`src/hdl/clkout_pkg.sv`:
```
/*
 * Shared definitions for one clock output channel: register offsets,
 * register layouts as packed structs, reset values, driver type and
 * parked-state codes.
 * Assumes a register port with byte addresses and 16-bit data words.
 */
package clkout_pkg;

   // ==========================================================
   // widths
   localparam int unsigned ADDR_W = 8;
   localparam int unsigned DATA_W = 16;
   localparam int unsigned RATIO_W = 14;

   // ==========================================================
   // register offsets
   localparam logic [ADDR_W-1:0] DIV_CTRL_OFS = 8'h00;
   localparam logic [ADDR_W-1:0] DRV_EN_OFS = 8'h02;
   localparam logic [ADDR_W-1:0] DRV_TYPE_OFS = 8'h03;

   // ==========================================================
   // output divider control, 16 bits
   typedef struct packed {
      logic divider_regulator_on;
      logic rsvd;
      logic [RATIO_W-1:0] ratio;
   } div_ctrl_t;

   // output driver enable, 8 bits
   typedef struct packed {
      logic [3:0] rsvd;
      logic [1:0] park_state;
      logic force_off;
      logic driver_power_down;
   } drv_en_t;

   // output driver type configuration, 8 bits
   typedef struct packed {
      logic [1:0] se_phase;
      logic [1:0] diff_common_level;
      logic term_on;
      logic bias_on;
      logic [1:0] drv_type;
   } drv_type_t;

   // ==========================================================
   // reset values
   localparam logic [RATIO_W-1:0] RATIO_RST = 14'h0069;
   localparam div_ctrl_t DIV_CTRL_RST = '{divider_regulator_on: 1'b1, rsvd: 1'b0, ratio: RATIO_RST};
   localparam drv_en_t DRV_EN_RST = '{rsvd: 4'h0, park_state: 2'h0, force_off: 1'b0, driver_power_down: 1'b0};
   localparam drv_type_t DRV_TYPE_RST = '{se_phase: 2'h1, diff_common_level: 2'h2, term_on: 1'b1,
                                          bias_on: 1'b1, drv_type: 2'h0};

   // ==========================================================
   // codes
   typedef enum logic [1:0] {
      TYPE_CML = 2'h0,
      TYPE_RSVD = 2'h1,
      TYPE_LVDS = 2'h2,
      TYPE_SE = 2'h3
   } drv_kind_t;

   typedef enum logic [1:0] {
      PARK_LOW_LOW = 2'h0,
      PARK_LOW_HIGH = 2'h1,
      PARK_HIGH_Z = 2'h2,
      PARK_RUNNING = 2'h3
   } park_t;

   typedef enum logic [1:0] {
      SE_IN_PHASE = 2'h0,
      SE_OPPOSITE = 2'h1,
      SE_TRUE_ONLY = 2'h2,
      SE_COMP_ONLY = 2'h3
   } se_phase_t;

   // pin pair: levels and enables
   typedef struct packed {
      logic true_lvl;
      logic comp_lvl;
      logic true_oe;
      logic comp_oe;
   } pin_pair_t;

endpackage

```
`src/hdl/clkout_divider.sv`:
```
/*
 * Output divider: divides the system clock by a programmable ratio and
 * marks the start of each low phase.
 * Assumes a ratio of two or more; the caller passes the register ratio field in unchecked.
 */
`timescale 1ns/10ps
module clkout_divider #(
   parameter int unsigned WIDTH = 14
) (
   input wire logic clk_in,
   input wire logic rst_n_in,
   input wire logic run_in,
   input wire logic [WIDTH-1:0] ratio_in,
   output logic level_out,
   output logic fall_out
);

   logic [WIDTH-1:0] cnt_q, cnt_d;
   logic level_q, level_d;
   logic fall_q, fall_d;
   logic [WIDTH-1:0] half;

   // ==========================================================
   // count through one period, high for the first half
   always_comb begin
      half = ratio_in >> 1;
      if (!run_in) begin
         cnt_d = '0;
         level_d = 1'b0; // regulator off stops the divider low
      end else begin
         if (cnt_q >= ratio_in - 1'b1) begin
            cnt_d = '0;
         end else begin
            cnt_d = cnt_q + 1'b1;
         end
         level_d = (cnt_d < half);
      end
      fall_d = level_q & ~level_d;
   end

   always_ff @(posedge clk_in or negedge rst_n_in) begin
      if (!rst_n_in) begin
         cnt_q <= '0;
         level_q <= 1'b0;
         fall_q <= 1'b0;
      end else begin
         cnt_q <= cnt_d;
         level_q <= level_d;
         fall_q <= fall_d;
      end
   end

   assign level_out = level_q;
   assign fall_out = fall_q;

endmodule

```
`src/hdl/clock_output_channel.sv`:
```
/*
 * One clock output channel: divider control, driver enable and driver
 * type registers, output enable pin handling and the output pin pair.
 * Assumes the serial processor port logic drives the register port on
 * the system clock; the enable pin comes from outside and is synchronised.
 */
// How it works
// - divide ratio field resets to 0x69.
// - bit 15 of divider control turns divider regulator on, resets one.
// - parked state bits 3:2 choose low/low (low/high when type is low-voltage differential), low/high, high-z or running.
// - force-off bit 1 disables driver whatever else enables it.
// - driver enabled only when no disable source is active, sources ORed.
// - power-down bit 0 tri-states both pins and ignores output enable.
// - single-ended phase bits 7:6 pick in-phase, opposite, true or complement.
// - type bits 1:0 pick current-mode, low-voltage differential or single-ended.
// - bits 5:4 choose one of four differential common levels, reset two.
// - bit 3 enables internal termination, reset one.
// - bit 2 enables driver bias circuit, reset one.
`timescale 1ns/10ps
module clock_output_channel
   import clkout_pkg::*;
(
   // clock and reset
   input wire logic REF_CLK_IN,
   input wire logic RST_N_IN,
   // register port
   input wire logic [clkout_pkg::ADDR_W-1:0] REG_ADDR_IN,
   input wire logic REG_WR_IN,
   input wire logic REG_RD_IN,
   input wire logic [clkout_pkg::DATA_W-1:0] REG_WDATA_IN,
   output logic [clkout_pkg::DATA_W-1:0] REG_RDATA_OUT,
   // output enable pin, high enables
   input wire logic OUT_ENABLE_IN,
   // clock pin pair
   output logic CLOCK_OUT_TRUE_OUT,
   output logic CLOCK_OUT_TRUE_OE_OUT,
   output logic CLOCK_OUT_COMPLEMENT_OUT,
   output logic CLOCK_OUT_COMPLEMENT_OE_OUT,
   // analog controls
   output logic DIVIDER_REGULATOR_ON_OUT,
   output logic BIAS_ON_OUT,
   output logic TERM_ON_OUT,
   output logic [1:0] DIFF_COMMON_LEVEL_OUT,
   output logic [1:0] DRV_TYPE_OUT
);
   import clkout_pkg::*;

   // ==========================================================
   // register file
   div_ctrl_t div_ctrl_q, div_ctrl_d;
   drv_en_t drv_en_q, drv_en_d;
   drv_type_t drv_type_q, drv_type_d;
   logic [DATA_W-1:0] rdata_q, rdata_d;

   // writes store fields, reserved bits stay zero; reads answer next cycle
   always_comb begin
      div_ctrl_d = div_ctrl_q;
      drv_en_d = drv_en_q;
      drv_type_d = drv_type_q;
      rdata_d = rdata_q;
      if (REG_WR_IN) begin
         case (REG_ADDR_IN)
            DIV_CTRL_OFS: begin
               div_ctrl_d = div_ctrl_t'(REG_WDATA_IN);
               div_ctrl_d.rsvd = 1'b0;
            end
            DRV_EN_OFS: begin
               drv_en_d = drv_en_t'(REG_WDATA_IN[7:0]);
               drv_en_d.rsvd = '0;
            end
            DRV_TYPE_OFS: begin
               drv_type_d = drv_type_t'(REG_WDATA_IN[7:0]);
            end
            default: begin
            end
         endcase
      end
      if (REG_RD_IN) begin
         case (REG_ADDR_IN)
            DIV_CTRL_OFS: rdata_d = div_ctrl_q;
            DRV_EN_OFS: rdata_d = {8'h00, drv_en_q};
            DRV_TYPE_OFS: rdata_d = {8'h00, drv_type_q};
            default: rdata_d = '0; // unmapped reads return zero
         endcase
      end
   end

   always_ff @(posedge REF_CLK_IN or negedge RST_N_IN) begin
      if (!RST_N_IN) begin
         div_ctrl_q <= DIV_CTRL_RST;
         drv_en_q <= DRV_EN_RST;
         drv_type_q <= DRV_TYPE_RST;
         rdata_q <= '0;
      end else begin
         div_ctrl_q <= div_ctrl_d;
         drv_en_q <= drv_en_d;
         drv_type_q <= drv_type_d;
         rdata_q <= rdata_d;
      end
   end

   // ==========================================================
   // output divider, stopped while its regulator is off
   logic div_level;
   logic div_fall;

   clkout_divider #(
      .WIDTH(RATIO_W)
   ) u_divider (
      .clk_in(REF_CLK_IN),
      .rst_n_in(RST_N_IN),
      .run_in(div_ctrl_q.divider_regulator_on),
      .ratio_in(div_ctrl_q.ratio),
      .level_out(div_level),
      .fall_out(div_fall)
   );

   // ==========================================================
   // output enable pin: three stages, change accepted when two agree
   logic oe_s1_q, oe_s2_q, oe_s3_q, oe_stable_q;
   logic oe_stable_d;

   always_comb begin
      oe_stable_d = oe_stable_q;
      if (oe_s2_q == oe_s3_q) begin
         oe_stable_d = oe_s3_q;
      end
   end

   // reset to enabled so the pin's pull-up default is not glitched
   always_ff @(posedge REF_CLK_IN or negedge RST_N_IN) begin
      if (!RST_N_IN) begin
         oe_s1_q <= 1'b1;
         oe_s2_q <= 1'b1;
         oe_s3_q <= 1'b1;
         oe_stable_q <= 1'b1;
      end else begin
         oe_s1_q <= OUT_ENABLE_IN;
         oe_s2_q <= oe_s1_q;
         oe_s3_q <= oe_s2_q;
         oe_stable_q <= oe_stable_d;
      end
   end

   // ==========================================================
   // enable decision, applied at the start of a low phase, or at once while the divider is stopped
   logic drv_on_q, drv_on_d;
   logic [1:0] park_q, park_d;
   logic want_on;

   always_comb begin
      want_on = ~(drv_en_q.force_off | ~oe_stable_q);
      drv_on_d = drv_on_q;
      park_d = park_q;
      // a stopped divider has no pulse to shorten, so apply at once
      if (div_fall || !div_ctrl_q.divider_regulator_on) begin
         drv_on_d = want_on;
         park_d = drv_en_q.park_state;
      end
   end

   always_ff @(posedge REF_CLK_IN or negedge RST_N_IN) begin
      if (!RST_N_IN) begin
         drv_on_q <= 1'b1;
         park_q <= PARK_LOW_LOW;
      end else begin
         drv_on_q <= drv_on_d;
         park_q <= park_d;
      end
   end

   // ==========================================================
   // pin pair from type, phase, park state and power-down
   pin_pair_t pins_q, pins_d;
   logic running;

   always_comb begin
      running = drv_on_q || (park_q == PARK_RUNNING);
      pins_d = '{true_lvl: 1'b0, comp_lvl: 1'b0, true_oe: 1'b1, comp_oe: 1'b1};
      if (drv_en_q.driver_power_down) begin
         pins_d.true_oe = 1'b0;
         pins_d.comp_oe = 1'b0;
      end else if (running) begin
         if (drv_type_q.drv_type == TYPE_SE) begin
            case (drv_type_q.se_phase)
               SE_IN_PHASE: begin
                  pins_d.true_lvl = div_level;
                  pins_d.comp_lvl = div_level;
               end
               SE_OPPOSITE: begin
                  pins_d.true_lvl = div_level;
                  pins_d.comp_lvl = ~div_level;
               end
               SE_TRUE_ONLY: begin
                  pins_d.true_lvl = div_level;
               end
               default: begin
                  pins_d.comp_lvl = ~div_level;
               end
            endcase
         end else begin
            pins_d.true_lvl = div_level;
            pins_d.comp_lvl = ~div_level;
         end
      end else begin
         case (park_q)
            PARK_LOW_LOW: begin
               pins_d.comp_lvl = (drv_type_q.drv_type == TYPE_LVDS);
            end
            PARK_LOW_HIGH: begin
               pins_d.comp_lvl = 1'b1;
            end
            default: begin
               pins_d.true_oe = 1'b0;
               pins_d.comp_oe = 1'b0;
            end
         endcase
      end
   end

   always_ff @(posedge REF_CLK_IN or negedge RST_N_IN) begin
      if (!RST_N_IN) begin
         pins_q <= '{true_lvl: 1'b0, comp_lvl: 1'b0, true_oe: 1'b0, comp_oe: 1'b0};
      end else begin
         pins_q <= pins_d;
      end
   end

   // ==========================================================
   // outputs, all from flip-flops
   assign REG_RDATA_OUT = rdata_q;
   assign CLOCK_OUT_TRUE_OUT = pins_q.true_lvl;
   assign CLOCK_OUT_TRUE_OE_OUT = pins_q.true_oe;
   assign CLOCK_OUT_COMPLEMENT_OUT = pins_q.comp_lvl;
   assign CLOCK_OUT_COMPLEMENT_OE_OUT = pins_q.comp_oe;
   assign DIVIDER_REGULATOR_ON_OUT = div_ctrl_q.divider_regulator_on;
   assign BIAS_ON_OUT = drv_type_q.bias_on;
   assign TERM_ON_OUT = drv_type_q.term_on;
   assign DIFF_COMMON_LEVEL_OUT = drv_type_q.diff_common_level;
   assign DRV_TYPE_OUT = drv_type_q.drv_type;

endmodule

```
`config.mk`:
```
export PLATFORM = sky130hd
export DESIGN_NAME = clock_output_channel
export DESIGN_NICKNAME = d
export VERILOG_FILES = /design/src/hdl/clkout_pkg.sv /design/src/hdl/clkout_divider.sv /design/src/hdl/clock_output_channel.sv
export SDC_FILE = /design/constraint.sdc
export NUM_CORES = 1
export LEC_CHECK = 0
export BUFFER_PORTS_ARGS = -buffer_cell sky130_fd_sc_hd__buf_2
export CAP_MARGIN = 0
export CORE_MARGIN = 3
export CORE_UTILIZATION = 61
export CTS_BUF_LIST = sky130_fd_sc_hd__clkbuf_8
export DETAILED_ROUTE_END_ITERATION = 6
export PLACE_DENSITY = 0.92
export SYNTH_ARGS = -nofsm -noshare
export SYNTH_HDL_FRONTEND = slang
export SYNTH_SLANG_ARGS = --single-unit
```
`constraint.sdc`:
```
create_clock -name REF_CLK_IN -period 9.3 [get_ports REF_CLK_IN]
set_input_delay 0.93 -clock REF_CLK_IN [delete_from_list [all_inputs] [get_ports REF_CLK_IN]]
set_output_delay 0.93 -clock REF_CLK_IN [all_outputs]
set_load 0.1 [all_outputs]
```
==> results.json <==
{
  "antenna_left": 0,
  "die_x_um": 84.97,
  "tightest_slew_ns": 0.8253,
  "cap_violations": 0,
  "num_rows": 28,
  "synthCells": 372,
  "htree_levels": 3,
  "numCtsBuffers": 9,
  "ys_ff_latch": 68,
  "die_h_um": 84.97,
  "r2r_slack_ns": 4.63,
  "setup.worst_path.start_class": "flop",
  "fillers": 406,
  "peakVddDrop_uv": 171.2,
  "grt_overflow": 0,
  "hpwlAfterDp_mm": 6.161,
  "insertion_delay_ns": 0.36,
  "power_density_nw_per_um2": 176.2,
  "hold_buffers": 0,
  "yosysWarningCount": 0,
  "crit_fanout": 12,
  "synth_ff_type": "dfrtp_1",
  "max-clock-path-buffers": 2,
  "required_ns": 9.49,
  "drt_iter0_markers": 201,
  "crit_path_end": "u_divider.fall_out",
  "synth_edf_count": 0,
  "rr_startpoint": "div_ctrl_q[2]",
  "grt_pass1_wl_mm": 14.06,
  "fin_cells": 501,
  "clockPowerShare": 0.424,
  "hold_path_startpoint": "oe_s1_q",
  "finalMaxSlewViolations": 0,
  "p_leak_nw": 2.113,
  "cts.sinks": 68,
  "post_cts_buffers": 0,
  "ys_types": 42,
  "timing.rr.end": "u_divider.fall_out",
  "setup.worst_path.start": "div_ctrl_q[2]",
  "layout-drive-gt1-share": 0.2817,
  "num_io_pins": 56,
  "cp-end-kind": "flop",
  "setup_slack_ns": 4.632,
  "syn_area_um2": 3804,
  "fp.coreArea_um2": 5991,
  "comb_power_share": 0.159,
  "seq_area_frac_synth": 0.4520,
  "p_sw_frac": 0.2724,
  "grt_antenna_before_repair": 0,
  "postSynthAreaPerCell_um2": 10.22,
  "grt_pass1_vias": 2970,
  "finish.instance_area_um2": 4337,
  "placed_cells": 485,
  "pre_cts_slack_ns": 4.746,
  "outcome": "complete, no violations",
  "setup_tns_ns": 0,
  "worst_clock_skew_ns": 0.01596,
  "layout_min_cycle_time_ns": 4.668,
  "switchingPower_uw": 208.2,
  "fmax_mhz": 214.2,
  "async_reset_ff_frac": 1.000,
  "intPower_uw": 556.1,
  "final-hold-violation-count": 0,
  "grt_max_degree": 69,
  "drt-pass1-iter-count": 4,
  "track_usage": 0.2503,
  "post_drt_wl_per_cell_um": 16.98,
  "drc_errors": 0,
  "start_util": 0.6349,
  "rsz0062_at_grt": "no",
  "relSlewSlack": 0.4498,
  "final_nets": 478,
  "utilization": 0.7239,
  "syn_nets": 429,
  "critPathArrivalTime_ns": 4.86,
  "path_clk_slew_ns": 0.08,
  "cts-root-buf": "clkbuf_8",
  "min_path_type": "flop to flop",
  "via_per_inst": 5.731,
  "seq_power_share": 0.417,
  "final.period_utilization": 0.5020,
  "syn_to_final_growth_pct": 14.01,
  "reg2regPathDepth": 16,
  "dieArea_um2": 7219,
  "io_buffers": 53,
  "num_antenna_cells": 0,
  "path_class": "flop to flop",
  "gp_congestion": 0.8760,
  "cts_tree": "yes",
  "setup_violations": 0,
  "dpl_cell_area_um2": 4073,
  "dr_total_vias": 2871,
  "wl_mm": 8.507,
  "cts_resized": 0
}
cell type report:
type	count	area, um^2	share of cell area
Clock buffer	9	123.9	0.02856
Clock inverter	7	140.1	0.03231
Inverter	34	127.6	0.02943
Multi-Input combinational cell	254	1859	0.4287
Sequential cell	68	1719	0.3964
Tap cell	75	93.84	0.02164
Timing Repair Buffer	54	272.8	0.06290
cell families (layout without fill, tap and decap cells):
group           count (synthesis)  after routing  synth area share
mux                            32             32            0.1046
flops                          68             68            0.4520
other cells                     1              1         0.0009859
compound gates                 51             51           0.08355
buf+inv                        50            104           0.05921
simple gates                  118            118            0.1520
xor+xnor                       23             23           0.05296
fa+ha+maj                      29             29           0.09474
power by group through the flow:
stage	Combinational, mW	Clock [mW]	Sequential, mW
2_1_floorplan	0.0788	0	0.333
3_3_place_gp	0.115	0	0.322
3_5_place_dp	0.121	0	0.323
4_1_cts	0.122	0.327	0.318
5_1_grt	0.133	0.340	0.320
6_report	0.122	0.324	0.318
critical path, cell delays in order, from the launching register on:
cell       delay, ns
dfrtp_1         0.47
nor4_1          0.48
nand2_1         0.23
nor3_1          0.26
xnor2_1         0.17
ha_1            0.30
a21oi_1         0.16
nand2_1         0.07
a211oi_1        0.41
nand3_1         0.44
nor2_1          0.22
ha_1            0.28
a21oi_1         0.20
o221ai_1        0.17
and3_1          0.22
o2111ai_1       0.26
a41oi_1         0.17
worst min path at each step:
stage / to / slack (ns) / cells past startpoint
floorplan: oe_s2_q / 0.35 / 0
global placement: oe_s2_q / 0.35 / 0
detailed placement: oe_s2_q / 0.35 / 0
CTS: oe_s2_q / 0.36 / 0
global route: oe_s2_q / 0.36 / 0
finish: oe_s2_q / 0.36 / 0
cell usage after synthesis, types with 2 or more instances:
master,count,area (um^2)
dfstp_2,14,367.9
a21o_1,2,15.01
nand2_1,26,97.59
clkbuf_1,8,30.03
ha_1,28,350.3
nor2b_1,2,12.51
a21oi_1,13,65.06
nor2_1,41,153.9
o21ai_0,16,80.08
nand2b_1,4,25.02
o22ai_1,4,25.02
nor3_1,7,35.03
inv_1,34,127.6
buf_4,6,45.04
nand3_1,14,70.07
mux2_2,22,247.7
xnor2_1,19,166.4
dfrtp_1,54,1351
a22oi_1,4,30.03
xor2_1,4,35.03
nand4_1,6,37.54
a22o_1,4,35.03
and4_1,3,26.28
o221ai_1,2,17.52
and3_1,3,18.77
mux2_4,10,150.1
nor2_2,2,12.51
buf_6,2,22.52
nor4_1,5,31.28
flip-flops by register name, indices dropped and copies added, names as in the netlist:
| register | flops |
|---|---|
| oe_s1_q | 1 |
| div_ctrl_q | 14 |
| drv_on_q | 1 |
| TERM_ON_OUT | 1 |
| u_divider.fall_out | 1 |
| DRV_TYPE_OUT | 2 |
| oe_stable_q | 1 |
| CLOCK_OUT_COMPLEMENT_OE_OUT | 1 |
| park_q | 2 |
| CLOCK_OUT_TRUE_OUT | 1 |
| u_divider.cnt_q | 14 |
| oe_s2_q | 1 |
| drv_type_q | 2 |
| DIVIDER_REGULATOR_ON_OUT | 1 |
| DIFF_COMMON_LEVEL_OUT | 2 |
| CLOCK_OUT_COMPLEMENT_OUT | 1 |
| oe_s3_q | 1 |
| BIAS_ON_OUT | 1 |
| u_divider.level_out | 1 |
| drv_en_q | 4 |
| REG_RDATA_OUT | 15 |
through the flow:
stage / hold WS, ns / total power, mW
2_1_floorplan: 0.3452 / 0.4120
3_3_place_gp: 0.3469 / 0.4376
3_5_place_dp: 0.3482 / 0.4439
4_1_cts: 0.3614 / 0.7664
5_1_grt: 0.3628 / 0.7931
6_report: 0.3603 / 0.7643
layout by cell type (no fill, tap or decap), types with 14 or more instances in the layout:
cell,instances
buf_2,53
dfrtp_1,54
dfstp_2,14
ha_1,28
inv_1,35
mux2_2,22
nand2_1,26
nand3_1,14
nor2_1,41
o21ai_0,16
xnor2_1,19
per-layer routing:
layer  track usage  vias up  wire length [um]
met5             0        -                 0
met4        0.1223        0               264
met3       0.04466       24               460
met2        0.4047       93              4153
met1        0.3255     1380              3629
li1              -     1374                 -
Power figures use the tool's default switching activity.
